--- src/rtl/tdpr_pkg.sv ---
// Package for the timing and digital line pin routing block.
// Assumes a single 200 MHz clock and the plain register port of the top.
package tdpr_pkg;
	localparam int unsigned NUM_TIMING = 13;
	localparam int unsigned NUM_PINS = 10;
	localparam int unsigned NUM_LINES = 8;
	localparam int unsigned ADDR_W = 6;
	localparam int unsigned DATA_W = 8;

	// Register offsets
	localparam logic [5:0] OFF_TSEL_BASE = 6'h00;
	localparam logic [5:0] OFF_PROUTE_BASE = 6'h10;
	localparam logic [5:0] OFF_PIN_OE_LO = 6'h1A;
	localparam logic [5:0] OFF_PIN_OE_HI = 6'h1B;
	localparam logic [5:0] OFF_LINE_DIR = 6'h1C;
	localparam logic [5:0] OFF_LINE_OUT = 6'h1D;
	localparam logic [5:0] OFF_LINE_IN = 6'h1E;
	localparam logic [5:0] OFF_PIN_IN_LO = 6'h1F;
	localparam logic [5:0] OFF_PIN_IN_HI = 6'h20;

	// Timing select field layout: [3:0] pin index, [5:4] source kind
	localparam int unsigned TSEL_PIN_LSB = 0;
	localparam int unsigned TSEL_KIND_LSB = 4;
	// Index of the conversion start signal among the timing signals
	localparam int unsigned CONVERT_IDX = 0;

	// Reset values
	localparam logic [5:0] TSEL_RST = 6'h00;
	localparam logic [3:0] PROUTE_RST = 4'h0;
	localparam logic [9:0] PIN_OE_RST = 10'h000;
	localparam logic [7:0] LINE_DIR_RST = 8'h00;
	localparam logic [7:0] LINE_OUT_RST = 8'h00;

	localparam int unsigned LINE_SIX = 6;
	localparam int unsigned LINE_SEVEN = 7;

	typedef enum logic [1:0] {
		TDPR_SRC_PIN,
		TDPR_SRC_INTERNAL,
		TDPR_SRC_SAMPLE_TC,
		TDPR_SRC_COUNTER0
	} tdpr_src_t;

	typedef struct packed {
		logic [ADDR_W-1:0] addr;
		logic [DATA_W-1:0] wdata;
		logic wr;
		logic rd;
	} tdpr_req_t;

	typedef struct packed {
		tdpr_src_t kind;
		logic [3:0] pin;
	} tdpr_tsel_t;
endpackage

--- src/rtl/tdpr_top.sv ---
// Timing signal selection, function pin drivers and general digital lines.
// Assumes pins arrive asynchronously; internal sources share mclk.
`timescale 1ns/1ps

// Notes on behaviour
// Each of thirteen timing signals takes a software chosen source.
// Every timing selector can pick any of the ten function pins.
// Several timing signals may pick the same pin with no conflict.
// A function pin drives only when enabled, then shows one timing signal.
// Conversion start may come from a pin, sample terminal count or counter0.
// Eight general digital lines each have a software set direction.
// After reset all eight general digital lines are undriven.
// Lines six and seven feed counter directions without affecting them.
// After reset no function pin output is enabled.
module tdpr_top (
	input wire logic mclk,
	input wire logic nrst,
	input tdpr_pkg::tdpr_req_t req,
	output logic [tdpr_pkg::DATA_W-1:0] rdata,
	input wire logic [tdpr_pkg::NUM_TIMING-1:0] internal_timing_src,
	input wire logic sample_interval_terminal_count,
	input wire logic counter0_output,
	output logic [tdpr_pkg::NUM_TIMING-1:0] timing_signal,
	input wire logic [tdpr_pkg::NUM_PINS-1:0] programmable_function_pin_in,
	output logic [tdpr_pkg::NUM_PINS-1:0] programmable_function_pin_out,
	output logic [tdpr_pkg::NUM_PINS-1:0] programmable_function_pin_oe,
	input wire logic [tdpr_pkg::NUM_LINES-1:0] general_digital_line_in,
	output logic [tdpr_pkg::NUM_LINES-1:0] general_digital_line_out,
	output logic [tdpr_pkg::NUM_LINES-1:0] general_digital_line_oe,
	output logic counter0_count_direction,
	output logic counter1_count_direction
);
	localparam int unsigned NT = tdpr_pkg::NUM_TIMING;
	localparam int unsigned NP = tdpr_pkg::NUM_PINS;
	localparam int unsigned NL = tdpr_pkg::NUM_LINES;

	function automatic logic [5:0] sel_to_bits(input tdpr_pkg::tdpr_tsel_t s);
		sel_to_bits = {s.kind, s.pin};
	endfunction

	// One write decode shared by every configuration field
	function automatic logic wr_hit(input tdpr_pkg::tdpr_req_t r,
		input logic [5:0] off);
		wr_hit = r.wr && (r.addr == off);
	endfunction

	////////////////////////////////////////////////////////////////////////
	// Pin synchronisers
	// Left without reset; they flush on their own within two edges
	logic [NP-1:0] pin_meta_q, pin_meta_d, pin_sync_q, pin_sync_d;
	logic [NL-1:0] line_meta_q, line_meta_d, line_sync_q, line_sync_d;

	always_comb begin
		pin_meta_d = programmable_function_pin_in;
		pin_sync_d = pin_meta_q;
		line_meta_d = general_digital_line_in;
		line_sync_d = line_meta_q;
	end

	always_ff @(posedge mclk) begin
		pin_meta_q <= pin_meta_d;
		pin_sync_q <= pin_sync_d;
		line_meta_q <= line_meta_d;
		line_sync_q <= line_sync_d;
	end

	////////////////////////////////////////////////////////////////////////
	// Configuration registers
	// Reset leaves every selector on pin 0 and every driver off
	tdpr_pkg::tdpr_tsel_t tsel_q [NT];
	tdpr_pkg::tdpr_tsel_t tsel_d [NT];
	logic [3:0] proute_q [NP];
	logic [3:0] proute_d [NP];
	logic [NP-1:0] pin_oe_cfg_q, pin_oe_cfg_d;
	logic [NL-1:0] line_dir_q, line_dir_d;
	logic [NL-1:0] line_out_q, line_out_d;
	logic [tdpr_pkg::DATA_W-1:0] rdata_d;

	always_comb begin
		logic [5:0] a;
		a = req.addr;
		for (int i = 0; i < NT; i++) begin
			tsel_d[i] = tsel_q[i];
			if (wr_hit(req, tdpr_pkg::OFF_TSEL_BASE + 6'(i))) begin
				tsel_d[i].pin = req.wdata[tdpr_pkg::TSEL_PIN_LSB +: 4];
				tsel_d[i].kind = tdpr_pkg::tdpr_src_t'(
					req.wdata[tdpr_pkg::TSEL_KIND_LSB +: 2]);
			end
		end
		for (int p = 0; p < NP; p++) begin
			proute_d[p] = proute_q[p];
			if (wr_hit(req, tdpr_pkg::OFF_PROUTE_BASE + 6'(p))) begin
				proute_d[p] = req.wdata[3:0];
			end
		end
		// Pin enables span two offsets; the upper one holds bits 9:8 only
		pin_oe_cfg_d = pin_oe_cfg_q;
		if (wr_hit(req, tdpr_pkg::OFF_PIN_OE_LO)) begin
			pin_oe_cfg_d[7:0] = req.wdata;
		end
		if (wr_hit(req, tdpr_pkg::OFF_PIN_OE_HI)) begin
			pin_oe_cfg_d[NP-1:8] = req.wdata[NP-9:0];
		end
		// Writes to read-only or unmapped offsets fall through untouched
		line_dir_d = line_dir_q;
		if (wr_hit(req, tdpr_pkg::OFF_LINE_DIR)) begin
			line_dir_d = req.wdata;
		end
		line_out_d = line_out_q;
		if (wr_hit(req, tdpr_pkg::OFF_LINE_OUT)) begin
			line_out_d = req.wdata;
		end

		// Read data stands in the cycle after the strobe only
		// Narrow fields read back with their upper bits clear
		rdata_d = '0;
		if (req.rd) begin
			for (int i = 0; i < NT; i++) begin
				if (a == tdpr_pkg::OFF_TSEL_BASE + 6'(i)) begin
					rdata_d = {2'h0, sel_to_bits(tsel_q[i])};
				end
			end
			for (int p = 0; p < NP; p++) begin
				if (a == tdpr_pkg::OFF_PROUTE_BASE + 6'(p)) begin
					rdata_d = {4'h0, proute_q[p]};
				end
			end
			case (a)
				tdpr_pkg::OFF_PIN_OE_LO: rdata_d = pin_oe_cfg_q[7:0];
				tdpr_pkg::OFF_PIN_OE_HI: rdata_d = {6'h00, pin_oe_cfg_q[NP-1:8]};
				tdpr_pkg::OFF_LINE_DIR: rdata_d = line_dir_q;
				tdpr_pkg::OFF_LINE_OUT: rdata_d = line_out_q;
				tdpr_pkg::OFF_LINE_IN: rdata_d = line_sync_q;
				tdpr_pkg::OFF_PIN_IN_LO: rdata_d = pin_sync_q[7:0];
				tdpr_pkg::OFF_PIN_IN_HI: rdata_d = {6'h00, pin_sync_q[NP-1:8]};
				default: ;
			endcase
		end
	end

	always_ff @(posedge mclk) begin
		if (!nrst) begin
			for (int i = 0; i < NT; i++) begin
				tsel_q[i] <= tdpr_pkg::tdpr_tsel_t'(tdpr_pkg::TSEL_RST);
			end
			for (int p = 0; p < NP; p++) begin
				proute_q[p] <= tdpr_pkg::PROUTE_RST;
			end
			pin_oe_cfg_q <= tdpr_pkg::PIN_OE_RST;
			line_dir_q <= tdpr_pkg::LINE_DIR_RST;
			line_out_q <= tdpr_pkg::LINE_OUT_RST;
			rdata <= '0;
		end else begin
			tsel_q <= tsel_d;
			proute_q <= proute_d;
			pin_oe_cfg_q <= pin_oe_cfg_d;
			line_dir_q <= line_dir_d;
			line_out_q <= line_out_d;
			rdata <= rdata_d;
		end
	end

	////////////////////////////////////////////////////////////////////////
	// Routing datapath, registered so every output leaves a flip-flop
	// Pin sourced timing signals therefore lag their pad by three edges
	logic [NT-1:0] timing_d;
	logic [NP-1:0] pin_out_d, pin_oe_d;
	logic [NL-1:0] line_out_pin_d, line_oe_d;
	logic dir0_d, dir1_d;

	always_comb begin
		for (int i = 0; i < NT; i++) begin
			// Each selector reads the shared pin vector, so no pin is owned
			case (tsel_q[i].kind)
				tdpr_pkg::TDPR_SRC_PIN: begin
					// Indices past the last pin read low
					timing_d[i] = (tsel_q[i].pin < 4'(NP)) ?
						pin_sync_q[tsel_q[i].pin] : 1'b0;
				end
				tdpr_pkg::TDPR_SRC_INTERNAL: timing_d[i] = internal_timing_src[i];
				tdpr_pkg::TDPR_SRC_SAMPLE_TC: begin
					timing_d[i] = sample_interval_terminal_count;
				end
				tdpr_pkg::TDPR_SRC_COUNTER0: timing_d[i] = counter0_output;
				default: timing_d[i] = 1'b0;
			endcase
		end
		for (int p = 0; p < NP; p++) begin
			// Driven pins show the chosen internal signal, not the looped pin
			// Route codes past the last signal drive low, never unknown
			pin_out_d[p] = (proute_q[p] < 4'(NT)) ?
				internal_timing_src[proute_q[p]] : 1'b0;
			pin_oe_d[p] = pin_oe_cfg_q[p];
		end
		line_out_pin_d = line_out_q;
		line_oe_d = line_dir_q;
		// Taps read the synchronised pad only and never touch the drivers
		dir0_d = line_sync_q[tdpr_pkg::LINE_SIX];
		dir1_d = line_sync_q[tdpr_pkg::LINE_SEVEN];
	end

	// Drivers come up off, so nothing fights the connector after reset
	always_ff @(posedge mclk) begin
		if (!nrst) begin
			timing_signal <= '0;
			programmable_function_pin_out <= '0;
			programmable_function_pin_oe <= '0;
			general_digital_line_out <= '0;
			general_digital_line_oe <= '0;
			counter0_count_direction <= 1'b0;
			counter1_count_direction <= 1'b0;
		end else begin
			timing_signal <= timing_d;
			programmable_function_pin_out <= pin_out_d;
			programmable_function_pin_oe <= pin_oe_d;
			general_digital_line_out <= line_out_pin_d;
			general_digital_line_oe <= line_oe_d;
			counter0_count_direction <= dir0_d;
			counter1_count_direction <= dir1_d;
		end
	end
endmodule

--- config.mk ---
export PLATFORM = sky130hd
export DESIGN_NAME = tdpr_top
export DESIGN_NICKNAME = d
export VERILOG_FILES = /design/src/rtl/tdpr_pkg.sv /design/src/rtl/tdpr_top.sv
export SDC_FILE = /design/constraint.sdc
export NUM_CORES = 1
export LEC_CHECK = 0
export ABC_AREA = 1
export BUFFER_PORTS_ARGS = -buffer_cell sky130_fd_sc_hd__buf_4
export CAP_MARGIN = 25
export CORE_ASPECT_RATIO = 1.4
export CORE_MARGIN = 8
export CORE_UTILIZATION = 35
export CTS_CLUSTER_DIAMETER = 40
export DETAILED_ROUTE_END_ITERATION = 10
export GPL_ROUTABILITY_DRIVEN = 0
export HOLD_SLACK_MARGIN = 0.12
export PLACE_DENSITY_LB_ADDON = 0.2
export SLEW_MARGIN = 10
export SYNTH_ARGS = -nofsm -noshare
export SYNTH_HDL_FRONTEND = slang
export SYNTH_SLANG_ARGS = --single-unit
--- constraint.sdc ---
create_clock -name mclk -period 2.1 [get_ports mclk]
set_input_delay 0.21 -clock mclk [delete_from_list [all_inputs] [get_ports mclk]]
set_output_delay 0.21 -clock mclk [all_outputs]
set_load 0.05 [all_outputs]
======== Word-level counts from Yosys, hierarchy flattened ========
Cells that the tools add are included.
word-level totals
  bits of input ports ..................... 51
  ROM bits ................................ 0
  bits in latches ......................... 0
  memories kept ........................... 0
  register bits ........................... 239
  bits in writable memories ............... 0
cells by class
  eq/ne operators ......................... 68
  add/subtract/negate cells ............... 0
  multipliers ............................. 0
  $lt $le $gt $ge ......................... 46
  multiplexer cells ....................... 96
  shift operators ......................... 0
  divide/modulo/power cells ............... 0
  bitwise gates (word level) .............. 0
  reduce and logical (&&, ||, !) cells .... 52
operators by type and width
  operator                                            number
  2-to-1 mux 8 bit                                    22
  < comparator 4 x 5 -> 1 bit, second input constant  23
  == test 6 x 5 -> 1 bit, second input constant       16
  binary-select mux 1 bit (select 4 bit)              23
  < comparator 4 bit, second input constant           23
  one-hot mux 8 bit (7 select lines)                  1
  == test 2 bit, second input constant                26
  one-hot mux 1 bit (4 select lines)                  13
  2-to-1 mux 1 bit                                    36
  == test 6 x 4 -> 1 bit, second input constant       5
  logical AND 1 bit                                   27
  == test 2 x 1 -> 1 bit, second input constant       13
  zero test 2 bit                                     13
  == test 6 x 3 -> 1 bit, second input constant       4
  AND reduction 2 bit                                 11
  == test 6 x 2 -> 1 bit, second input constant       2
  == test 6 x 1 -> 1 bit, second input constant       1
  == test 6 bit, second input constant                1
  zero test 6 bit                                     1
  2-to-1 mux 6 bit                                    1

======== Longest topological paths before layout ========
Gate-level depths: netlist of run 1.
  word-level depth ........................ 25
  mapped depth ............................ 20

======== Worst setup path after synthesis of run 1 ========
No wires, ideal clock.
  path type ............................... input -> register
  start point ............................. input port req[15] in the netlist's numbering
  end point ............................... register rdata[0] in the netlist's numbering
  arrival ................................. 1.424 ns
  slack ................................... 0.563 ns
  stages on the path ...................... 16
  cells stage by stage .................... nor2_4 -> inv_4 -> nor2_2 -> nand2_1 -> nand2_1 -> nand3_1 -> nand2_1 -> nand3_1 -> nand2_1 -> nand4_1 -> nand2_1 -> nand3_1 -> nand2_1 -> nand2_1 -> nand2_1 -> nand2_1
on the way
  longest elaborated chain between the ends .. 25
  elaborated cells between the ends (all ways) .. 54
  those cells by class .................... eq/ne (29); mux (24); reduce/logical (1)
RTL lines
  element                                 RTL line         text
  start, declared                         tdpr_top.sv:18   input tdpr_pkg::tdpr_req_t req,
  zero test 6 bit                         tdpr_top.sv:119  if (a == tdpr_pkg::OFF_TSEL_BASE + 6'(i)) begin
  2-to-1 mux 6 bit                        tdpr_top.sv:119
  2-to-1 mux 8 bit (12 in a row)          tdpr_top.sv:119
  2-to-1 mux 8 bit (10 in a row)          tdpr_top.sv:124  if (a == tdpr_pkg::OFF_PROUTE_BASE + 6'(p)) begin
  one-hot mux 8 bit (7 select lines) (*)  tdpr_top.sv:128  case (a)
  end signal, assigned                    tdpr_top.sv:159  rdata <= rdata_d;
  end, declared                           tdpr_top.sv:19   output logic [tdpr_pkg::DATA_W-1:0] rdata,
Mark *: on every way between the ends. The rest lies on a longest branch, timed or not.
A chain may end at the register's enable or synchronous reset.

======== Final worst setup path of run 1 ========
  start point ............................. register tsel_q[76] in the netlist's numbering
  end point ............................... register rdata[4] in the netlist's numbering
on the way
  longest elaborated chain between the ends .. 24
RTL lines
  element                             RTL line         text
  start, declared                     tdpr_top.sv:70   tdpr_pkg::tdpr_tsel_t tsel_q [NT];
  start signal, assigned by index     tdpr_top.sv:144  tsel_q[i] <= tdpr_pkg::tdpr_tsel_t'(tdpr_pkg::TSEL_RST);
  start signal, assigned              tdpr_top.sv:154  tsel_q <= tsel_d;
  2-to-1 mux 6 bit                    tdpr_top.sv:119
  2-to-1 mux 8 bit (12 in a row)      tdpr_top.sv:119
  2-to-1 mux 8 bit (10 in a row)      tdpr_top.sv:124
  one-hot mux 8 bit (7 select lines)  tdpr_top.sv:128
No other way between the ends.

==> metrics.md, run 1 <==
| Metric | Value |
|---|---|
| Final instance area | `between 0.01 and 0.015 mm^2` |
| Sequential-to-total area share from yosys stat | `a little over two fifths` |
| Internal | `8.77 mW` |
| Number of violations reported at the end of detailed-routing iteration 0 | `1098` |
| Post-detailed-route wirelength per cell | `20.3 um` |
| Area of the core region | `about 0.032 mm^2` |
| Core Util, Final | `about 44%` |
| Post-Syn Area per Cell | `6.97 um^2` |
| Fin Clk Skew | `between 20 and 30 ps` |
| Routed wire length | `44.2 mm` |
| GR Util met2 | `37.8%` |
| Maximum capacitance violations | `0` |
| Count of nets after finishing | `1800` |
| Switching power total | `2.97 mW` |
| Final worst path period share | `92.2%` |
| Final hold violations | `0` |
| Distinct cell type count of the synthesized netlist | `33` |
| CTS tree | `yes` |
| Worst hold path cell count | `3` |
| Critical path arrival | `between 2000 and 2500 ps` |
| Area taken by multi-input logic gates | `around 0.0053 mm^2` |
| Sw frac | `approximately 25%` |
| Via count | `roughly 12000` |
| Power share of the clock group | `51.6%` |
| Largest net degree at the start of global routing | `161` |
| Global-route wire length before repair | `between 60 and 70 mm` |
| Unrepaired setup endpoints after global routing | `false` |
| PnR worst setup slack | `164 ps` |
| Reported leakage power | `5.46 nW` |
| CTS-repair resized insts | `0` |
| Reg-to-reg endpoint | `rdata[4]$_SDFF_PN0_` |
| Number of H-tree branching levels | `2` |
| Setup Crit Path Kind | `reg -> reg` |
| Worst min-delay path endpoint | `timing_signal[0]$_SDFF_PN0_` |
| Remaining antenna violation count | `0` |
| Most common cell in the netlist | `sky130_fd_sc_hd__a21oi_1` |
| Overall fraction of global-route tracks in use | `22.2%` |
| Ys Warns | `0` |
| Total die area | `0.0385 mm^2` |
| Total congestion overflow after global routing | `0` |
| Die boundary width | `168 um` |
| Worst-skew pair later-pin latency | `530 ps` |
| Startpoint of the tightest hold check path | `internal_timing_src[0]` |
| Leading post-synthesis cells by instance count | `sky130_fd_sc_hd__a21oi_1, sky130_fd_sc_hd__o21ai_0, sky130_fd_sc_hd__dfxtp_1` |
| Critical path endpoint category | `register` |
| Top-level I/O count | `110` |
| Row cnt | `78` |
| FF+latch count, synth | `239` |
| Seq. cell area | `around 0.0048 mm^2` |
| Via density per instance | `5.56` |
| Synth-to-Final Area Change | `24.1%` |
| Summed instance area of the synthesized netlist | `0.0113 mm^2` |
| Area leader, netlist | `sky130_fd_sc_hd__dfxtp_1` |
| Count of buffers from port buffering | `109` |
| Outcome | `finished clean` |
| Startpoint type of the worst setup path | `register` |
| Pre-antenna DRT Iters | `6` |
| Number of buffers added by the clock tree synthesis step | `34` |
| Worst-case reg-to-reg path depth | `10` |
| Flop-to-flop setup slack | `160 ps` |
| Synth Flop Type | `sky130_fd_sc_hd__dfxtp_1` |
| Data required time at the worst endpoint | `2510 ps` |
| Highest clock frequency the design can meet | `roughly 0.52 GHz` |
| Layout cell share with drive strength beyond 1 | `12.7%` |
| Transition time of the tightest slew-check pin | `789 ps` |
| Leading post-synthesis cells by cell area | `sky130_fd_sc_hd__dfxtp_1, sky130_fd_sc_hd__a21oi_1, sky130_fd_sc_hd__o21ai_0` |
| Fraction of synthesized cell area taken by the top area cell type | `42.2%` |
| Final count of pins violating max slew | `0` |
| Dpl ws | `-19.4 ps` |
| Post-synthesis cell count | `1628` |
| Classification of the worst-slack hold path | `in -> reg` |
| Initial antenna violation count | `4` |
| Clock transition at the register clock pins on the worst setup and hold paths after CTS | `60 ps` |
| Critical R2R Launch | `tsel_q[76]$_SDFFE_PN0P_` |
| Met3 capacity usage during global routing | `3.48%` |
| Ys async rst share | `0%` |
| Relative slew margins | `47.4%` |
| Met1 track utilization from global routing | `25.8%` |
| Relative contribution of combinational cells to total power | `8.5%` |
| Pwr dens | `834 mW/mm^2` |
| Placed wire-length estimate after detailed placement | `30.2 mm` |
| CTS Sinks | `~240` |
| Worst vdd rail ir drop | `0.000425 V` |
| Post-Synthesis Net Count | `1679` |
| Final setup fails | `0` |
| Final period demand of the worst path | `1940 ps` |
| Highest net fanout along the worst path | `4` |
| # DRC | `0` |
| Part of the total power dissipated in sequential elements | `between 30% and 40%` |
| Post-route setup TNS | `0 ps` |
| CTS Root Cell | `sky130_fd_sc_hd__clkbuf_16` |
| Filler Cell Count | `about 3300` |
| Buffer levels on the longest clock path | `3` |
| Initial Util | `between 30% and 40%` |
| Die outline height | `~230 um` |
| Global-route layer with the greatest usage | `met2` |
| Vias in the first global route | `11600` |
| DP Area | `around 0.013 mm^2` |
| Number of flops mapped to enable cells by yosys | `0` |
worst max-delay path: stages (launching register included):
cell and delay, ps:
sky130_fd_sc_hd__dfxtp_1 320, sky130_fd_sc_hd__inv_1 140, sky130_fd_sc_hd__o22ai_1 110, sky130_fd_sc_hd__a21oi_1 160
sky130_fd_sc_hd__o21ai_0 140, sky130_fd_sc_hd__o22ai_1 120, sky130_fd_sc_hd__o21ai_0 120, sky130_fd_sc_hd__o22ai_1 220
sky130_fd_sc_hd__nand4_1 120, sky130_fd_sc_hd__nor2_1 260, sky130_fd_sc_hd__a21oi_1 100
logic make-up after synthesis:
family / Yosys count / synth area share (%)
buffers and inverters: 324 / 10.8
DFF: 239 / 42.2
and+or+nand+nor: 432 / 16.1
AOI/OAI and AO/OA: 633 / 31.0
cell usage in the layout, fill, tap and decap left out, types with 5 or more instances in the layout:
master / netlist / final
sky130_fd_sc_hd__a21oi_1: 257 / 257
sky130_fd_sc_hd__a221oi_1: 32 / 32
sky130_fd_sc_hd__buf_4: 0 / 140
sky130_fd_sc_hd__clkbuf_1: 79 / 6
sky130_fd_sc_hd__clkbuf_16: 0 / 37
sky130_fd_sc_hd__dfxtp_1: 239 / 239
sky130_fd_sc_hd__dlygate4sd3_1: 0 / 28
sky130_fd_sc_hd__inv_1: 228 / 228
sky130_fd_sc_hd__inv_2: 7 / 7
sky130_fd_sc_hd__inv_6: 0 / 5
sky130_fd_sc_hd__nand2_1: 236 / 236
sky130_fd_sc_hd__nand3_1: 32 / 32
sky130_fd_sc_hd__nand4_1: 22 / 22
sky130_fd_sc_hd__nor2_1: 103 / 103
sky130_fd_sc_hd__nor2_2: 12 / 12
sky130_fd_sc_hd__nor3_1: 12 / 12
sky130_fd_sc_hd__nor4_1: 5 / 5
sky130_fd_sc_hd__o2111ai_1: 16 / 16
sky130_fd_sc_hd__o211ai_1: 28 / 28
sky130_fd_sc_hd__o21ai_0: 252 / 252
sky130_fd_sc_hd__o221ai_1: 7 / 7
sky130_fd_sc_hd__o22ai_1: 25 / 25
sky130_fd_sc_hd__o32ai_1: 5 / 5
per-stage QoR:
step | hold slack, ps | power (mW) | cells
floorplan | 238 | 5.29 | 1628
global placement | 313 | 5.72 | 2085
detailed placement | 314 | 5.72 | 2085
CTS | 143 | 11.8 | 2174
global route | 167 | 12.1 | 2177
finish | 153 | 11.7 | 2177
layer usage:
metal	share of wire (%)	vias to the layer above	wire length, um
li1	-	5793	-
met3	7.2	149	3190
met5	0	-	0
met1	39	5633	17400
met4	5.2	0	2310
met2	48	526	21300
flip-flops by register name (all words and copies together), names as in the netlist:
name,flops
tsel_q,78
rdata,8
line_sync_q,8
proute_q,40
line_meta_q,8
counter1_count_direction,1
line_out_pin_d,8
counter0_count_direction,1
programmable_function_pin_oe,10
pin_sync_q,10
pin_oe_cfg_q,10
general_digital_line_oe,8
line_dir_q,8
timing_signal,13
programmable_function_pin_out,10
pin_meta_q,10
general_digital_line_out,8
layout make-up:
cell class                 instances  share of cell area, %
tap                              400                   3.55
antenna                            3                 0.0533
clock buffer                      46                   7.03
multi-input combinational       1065                   37.9
sequential                       239                   34.0
inverter                         240                   6.41
timing repair buffer             169                   9.59
clock inverter                    15                   1.46
power groups by stage:
stage | logic (mW) | registers, mW | clock network, mW
2_1_floorplan | 0.408 | 4.88 | 0
3_3_place_gp | 0.940 | 4.78 | 0
3_5_place_dp | 0.942 | 4.78 | 0
4_1_cts | 0.986 | 4.68 | 6.15
5_1_grt | 1.06 | 4.69 | 6.35
6_report | 0.997 | 4.68 | 6.07
how the worst max path moves through the flow:
stage / endpoint / slack [ps] / from / cells past startpoint
floorplan: rdata[0]$_SDFF_PN0_ / 560 / req[15] / 16
global placement: rdata[4]$_SDFF_PN0_ / -5 / req[15] / 11
detailed placement: rdata[4]$_SDFF_PN0_ / -20 / req[15] / 11
CTS: rdata[4]$_SDFF_PN0_ / 190 / tsel_q[76]$_SDFFE_PN0P_ / 10
global route: rdata[4]$_SDFF_PN0_ / 70 / tsel_q[76]$_SDFFE_PN0P_ / 10
finish: rdata[4]$_SDFF_PN0_ / 160 / tsel_q[76]$_SDFFE_PN0P_ / 10
timing repair:
action                                  in CTS  in global routing
endpoints found under the setup margin       0                  0
setup buffers                                0                  0
hold endpoints to repair                    39                  0
hold buffers                                28                  0
Note: power is estimated with default switching activity, not from simulation.
==> inputs of run 2 (changes only) <==
--- a/config.mk
+++ b/config.mk
@@ -15,6 +15,7 @@
 export DETAILED_ROUTE_END_ITERATION = 10
 export GPL_ROUTABILITY_DRIVEN = 0
 export HOLD_SLACK_MARGIN = 0.12
+export MAX_ROUTING_LAYER = met4
 export PLACE_DENSITY_LB_ADDON = 0.2
 export SLEW_MARGIN = 10
 export SYNTH_ARGS = -nofsm -noshare
==> run 2 against run 1 <==
Design area is essentially flat. Clock skew shrank 4.3 ps. Register-to-register slack is essentially flat. Fmax grew 0.56%.
==> metrics.md, run 2 (synthesis gave the netlist of run 1 again) <==
| Metric | Value |
|---|---|
| Setup Crit Path Kind | `reg -> reg` |
| Classification of the worst-slack hold path | `in -> reg` |
| Buffer levels on the longest clock path | `3` |
| Largest register FFs | `78` |
| Critical path arrival | `2330 ps` |
| Largest net degree at the start of global routing | `161` |
| Number of placed cells counting well taps | `2085` |
| Relative slew margins | `47.6%` |
| Critical path endpoint category | `register` |
| Transition time of the tightest slew-check pin | `~790 ps` |
| Worst vdd rail ir drop | `roughly 0.00042 V` |
| Final count of pins violating max slew | `0` |
| Vias in the first global route | `11600` |
| Via density per instance | `5.55` |
| Pre-antenna DRT Iters | `5` |
| Leading registers by flop count | `tsel_q: 78 flops, proute_q: 40 flops, timing_signal: 13 flops` |
| CTS Root Cell | `sky130_fd_sc_hd__clkbuf_16` |
| Final setup fails | `0` |
| Clock transition at the register clock pins on the worst setup and hold paths after CTS | `60 ps` |
| Die outline height | `around 230 um` |
| Overall fraction of global-route tracks in use | `22.9%` |
| Top-level I/O count | `110` |
| Area of the core region | `between 0.03 and 0.04 mm^2` |
| Reported leakage power | `5.46 nW` |
| Post-detailed-route wirelength per cell | `slightly above 20 um` |
| Worst-skew pair later-pin latency | `between 500 and 600 ps` |
| Filler Cell Count | `3310` |
| Worst-case reg-to-reg path depth | `10` |
| CTS Sinks | `~240` |
| Placed wire-length estimate after detailed placement | `30.2 mm` |
| Global-route wire length before repair | `66.9 mm` |
| Maximum capacitance violations | `0` |
| Count of nets after finishing | `1800` |
| Row cnt | `slightly below 80` |
| Post-CTS Setup Bufs | `0` |
| Remaining antenna violation count | `0` |
| Die boundary width | `approximately 170 um` |
| Pwr dens | `835 mW/mm^2` |
| Non-filler cells, final | `2178` |
| Hold slack final | `155 ps` |
| Total die area | `0.0385 mm^2` |
| Final instance area | `around 0.014 mm^2` |
| Data required time at the worst endpoint | `roughly 2500 ps` |
| Number of violations reported at the end of detailed-routing iteration 0 | `1070` |
| Fin Clk Skew | `25.5 ps` |
| Leading cell types in the layout, fill and taps excluded | `sky130_fd_sc_hd__a21oi_1, sky130_fd_sc_hd__o21ai_0, sky130_fd_sc_hd__dfxtp_1` |
| Final hold violations | `0` |
| CTS tree | `yes` |
| Final worst path period share | `91.7%` |
| CTS-repair resized insts | `0` |
| Routed wire length | `44.2 mm` |
| Count of buffers from port buffering | `109` |
| DP Area | `0.0126 mm^2` |
| Initial antenna violation count | `4` |
| Number of buffers added by the clock tree synthesis step | `34` |
| Layout cell share with drive strength beyond 1 | `12.7%` |
| Total congestion overflow after global routing | `0` |
| Register ranked first by flip-flop count | `tsel_q` |
| Startpoint type of the worst setup path | `register` |
| Via count | `12100` |
| # DRC | `0` |
| Unrepaired setup endpoints after global routing | `false` |
| Final period demand of the worst path | `1930 ps` |
| Highest clock frequency the design can meet | `0.519 GHz` |
| Initial Util | `a little over a third` |
| Synth-to-Final Area Change | `24.1%` |
| Number of H-tree branching levels | `2` |
| Worst hold path cell count | `3` |
| Outcome | `finished clean` |
| Leading cell type in the layout, fill and taps excluded | `sky130_fd_sc_hd__a21oi_1` |
| Highest net fanout along the worst path | `4` |
[run 2: cell count changes in the layout (fill, tap and decap cells not counted)]
cell                      before  now
sky130_fd_sc_hd__diode_2       3    4
[run 2: where the power goes]
| part | internal (mW) | switching, mW |
|---|---|---|
| clock network | 3.84 | 2.24 |
| logic | 0.309 | 0.689 |
| registers | 4.63 | 0.0516 |
| total | 8.77 | 2.98 |
[run 2: critical path, cell delays in order (launching register included)]
cell and delay, ps:
sky130_fd_sc_hd__dfxtp_1 320, sky130_fd_sc_hd__inv_1 140, sky130_fd_sc_hd__o22ai_1 110, sky130_fd_sc_hd__a21oi_1 150, sky130_fd_sc_hd__o21ai_0 140, sky130_fd_sc_hd__o22ai_1 120
sky130_fd_sc_hd__o21ai_0 110, sky130_fd_sc_hd__o22ai_1 220, sky130_fd_sc_hd__nand4_1 110, sky130_fd_sc_hd__nor2_1 270, sky130_fd_sc_hd__a21oi_1 100
[run 2: layout make-up]
type                    count  area [um^2]  area share [%]
multi-input cells        1065         5340            37.9
clock inverters            15          205            1.46
flip-flops and latches    239         4780            34.0
well taps                 400          500            3.55
inverters                 240          903            6.41
diodes                      4         10.0          0.0711
clock buffers              46          990            7.03
repair buffers            169         1350            9.59
[run 2: timing repair]
item                                    in CTS  in global routing
hold buffers                                28                  0
endpoints found under the hold margin       39                  0
endpoints found under the setup margin       0                  0
[run 2: final timing paths]
check,start,to,slack [ps]
worst max register to register,tsel_q[76]$_SDFFE_PN0P_,rdata[4]$_SDFF_PN0_,170
worst min-delay path,internal_timing_src[0],timing_signal[0]$_SDFF_PN0_,160
worst max-delay path,tsel_q[76]$_SDFFE_PN0P_,rdata[4]$_SDFF_PN0_,170
worst min register to register,pin_meta_q[5]$_DFF_P_,pin_sync_q[5]$_DFF_P_,330
[run 2: stage by stage]
step	utilization [%]	setup TNS (ps)	power (mW)	worst slack (ps)
6_report	43.7	0	11.8	175
5_1_grt	43.7	0	12.1	61.4
4_1_cts	43.7	0	11.8	187
3_5_place_dp	39.1	-19.4	5.72	-19.4
3_3_place_gp	39.1	-5.07	5.72	-5.07
2_1_floorplan	-	0	5.29	563
[run 2: metal layers]
metal  global-route usage, %  wire, um  up-vias
li1                        -         -     5791
met1                    25.7     17400     5662
met2                    37.8     21500      506
met3                    3.60      3160      139
met4                    13.7      2150        0
met5                       -         0        -
==> inputs of run 3 (changes only) <==
--- a/config.mk
+++ b/config.mk
@@ -10,7 +10,7 @@
 export CAP_MARGIN = 25
 export CORE_ASPECT_RATIO = 1.4
 export CORE_MARGIN = 8
-export CORE_UTILIZATION = 35
+export CORE_UTILIZATION = 59
 export CTS_CLUSTER_DIAMETER = 40
 export DETAILED_ROUTE_END_ITERATION = 10
 export GPL_ROUTABILITY_DRIVEN = 0
==> run 3 against run 2 <==
Critical path depth unchanged. Wire length fell by 12%. Worst hold slack got worse by 13 ps. Largest cell class unchanged.
==> metrics.md, run 3 (synthesis gave the netlist of run 1 again) <==
| Metric | Value |
|---|---|
| Pre-antenna DRT Iters | `6` |
| Initial Util | `59.5%` |
| Final count of pins violating max slew | `0` |
| Via density per instance | `6.09` |
| Startpoint of the tightest hold check path | `internal_timing_src[10]` |
| Worst vdd rail ir drop | `0.000717 V` |
| Worst setup path start | `tsel_q[70]$_SDFFE_PN0P_` |
| Global-route layer with the greatest usage | `met2` |
| Final setup fails | `0` |
| Reported leakage power | `5.30 nW` |
| Startpoint type of the worst setup path | `register` |
| # DRC | `0` |
| Worst-skew pair later-pin latency | `550 ps` |
| CTS Sinks | `239` |
| Number of H-tree branching levels | `1` |
| Initial antenna violation count | `0` |
| Critical path arrival | `2350 ps` |
| CTS tree | `yes` |
| Leading cell type in the layout, fill and taps excluded | `sky130_fd_sc_hd__a21oi_1` |
| CTS Root Cell | `sky130_fd_sc_hd__clkbuf_16` |
| Dpl ws | `just under 40 ps` |
| Setup Crit Path Kind | `reg -> reg` |
| Classification of the worst-slack hold path | `in -> reg` |
| Met3 capacity usage during global routing | `6.56%` |
| Maximum capacitance violations | `0` |
| Layout cell share with drive strength beyond 1 | `12.2%` |
| Leading cell types in the layout, fill and taps excluded | `sky130_fd_sc_hd__a21oi_1, sky130_fd_sc_hd__o21ai_0, sky130_fd_sc_hd__dfxtp_1` |
| Met1 track utilization from global routing | `36.1%` |
| Worst min-delay path endpoint | `timing_signal[10]$_SDFF_PN0_` |
| Number of buffers added by the clock tree synthesis step | `29` |
| Post-detailed-route wirelength per cell | `19.3 um` |
| Pwr dens | `770 mW/mm^2` |
| Unrepaired setup endpoints after global routing | `false` |
| Remaining antenna violation count | `0` |
| Overall fraction of global-route tracks in use | `approximately 32%` |
| Area of the core region | `~0.019 mm^2` |
| Final hold violations | `0` |
| Critical R2R Launch | `tsel_q[70]$_SDFFE_PN0P_` |
| Routed wire length | `38.8 mm` |
| Vias in the first global route | `11500` |
| PnR worst setup slack | `approximately 170 ps` |
| Filler Cell Count | `1627` |
| Flop-to-flop setup slack | `between 150 and 200 ps` |
| Number of violations reported at the end of detailed-routing iteration 0 | `1351` |
| Count of buffers from port buffering | `109` |
| Highest net fanout along the worst path | `4` |
| Leading registers by flop count | `tsel_q: 78 flops, proute_q: 40 flops, timing_signal: 13 flops` |
| Die outline height | `180 um` |
| Die boundary width | `133 um` |
| GR Util met2 | `around half` |
| Total design power | `about 10 mW` |
| Largest register FFs | `78` |
| Critical path endpoint category | `register` |
| Relative slew margins | `a little over half` |
| Buffer levels on the longest clock path | `3` |
| Diodes inserted | `0` |
| Row cnt | `60` |
| Reg-to-reg endpoint | `rdata[4]$_SDFF_PN0_` |
| Fin Clk Skew | `between 10 and 15 ps` |
| Final worst path period share | `92.1%` |
| Highest clock frequency the design can meet | `0.517 GHz` |
| Global-route wire length before repair | `about 61 mm` |
| Final period demand of the worst path | `~1900 ps` |
| Total die area | `0.0240 mm^2` |
| Transition time of the tightest slew-check pin | `~700 ps` |
| Core Util, Final | `71.1%` |
| CTS-repair resized insts | `0` |
| Top-level I/O count | `110` |
| Register ranked first by flip-flop count | `tsel_q` |
| Clock transition at the register clock pins on the worst setup and hold paths after CTS | `60 ps` |
| Data required time at the worst endpoint | `2510 ps` |
| Worst-case reg-to-reg path depth | `10` |
| Post-route setup TNS | `0 ps` |
| Total congestion overflow after global routing | `0` |
| Synth-to-Final Area Change | `19.5%` |
| Largest net degree at the start of global routing | `64` |
| Count of nets after finishing | `about 1800` |
| Outcome | `finished clean` |
| Placed wire-length estimate after detailed placement | `~27 mm` |
| Worst hold path cell count | `3` |
| Via count | `12200` |
[run 3: cell types whose count changed in the layout (fill, tap and decap cells not counted), sizes merged, moves of 4 or more]
cell / previous run / this run
clkinv: 7 / 13
bufinv: 4 / 0
clkbuf: 46 / 34
buf: 141 / 136
diode: 4 / 0
[run 3: cell type report]
cell class	count	area, um^2	area share [%]
multi-input cells	1065	5340	39.4
clock buffers	34	774	5.71
repair buffers	163	1290	9.52
clock inverters	17	156	1.15
flip-flops and latches	239	4780	35.3
well taps	248	310	2.29
inverters	240	903	6.66
[run 3: worst max path at each step]
stage | to | slack, ps | depth (start not counted)
CTS | rdata[4]$_SDFF_PN0_ | 250 | 10
finish | rdata[4]$_SDFF_PN0_ | 170 | 10
global placement | rdata[4]$_SDFF_PN0_ | 30 | 11
global route | rdata[4]$_SDFF_PN0_ | 60 | 10
floorplan | rdata[0]$_SDFF_PN0_ | 560 | 16
detailed placement | rdata[4]$_SDFF_PN0_ | 40 | 11
[run 3: where the power goes]
group | total [mW] | switching, mW | internal, mW | leakage (nW)
clock | 4.79 | 2.08 | 2.71 | 0.460
sequential | 4.68 | 0.0579 | 4.63 | 1.95
combinational | 0.962 | 0.659 | 0.303 | 2.89
[run 3: per-stage QoR]
| stage | cells | instance area, um^2 | hold WS [ps] |
|---|---|---|---|
| after floorplan | 1628 | 11300 | 238 |
| after global placement | 1928 | 12400 | 310 |
| after detailed placement | 1928 | 12400 | 312 |
| after CTS | 2006 | 13600 | 121 |
| after global routing | 2006 | 13600 | 167 |
| final | 2006 | 13600 | 143 |
[run 3: what timing repair did]
item                                    in CTS  in global routing
endpoints found under the setup margin       0                  0
setup buffers                                0                  0
hold buffers                                27                  0
hold endpoints to repair                    38                  0
[run 3: worst max-delay path, cell delays in order, from the launching register on]
cell and delay (ps):
sky130_fd_sc_hd__dfxtp_1 330, sky130_fd_sc_hd__inv_1 140, sky130_fd_sc_hd__o22ai_1 110, sky130_fd_sc_hd__a21oi_1 130, sky130_fd_sc_hd__o21ai_0 140, sky130_fd_sc_hd__o22ai_1 120, sky130_fd_sc_hd__o21ai_0 150, sky130_fd_sc_hd__o22ai_1 200
sky130_fd_sc_hd__nand4_1 100, sky130_fd_sc_hd__nor2_1 280, sky130_fd_sc_hd__a21oi_1 110
[run 3: metal layers]
| metal | wire length [um] | part of all wire [%] |
|---|---|---|
| met1 | 14000 | 36 |
| met2 | 17800 | 46 |
| met3 | 4050 | 10 |
| met4 | 2970 | 7.7 |
| met5 | 0 | 0 |
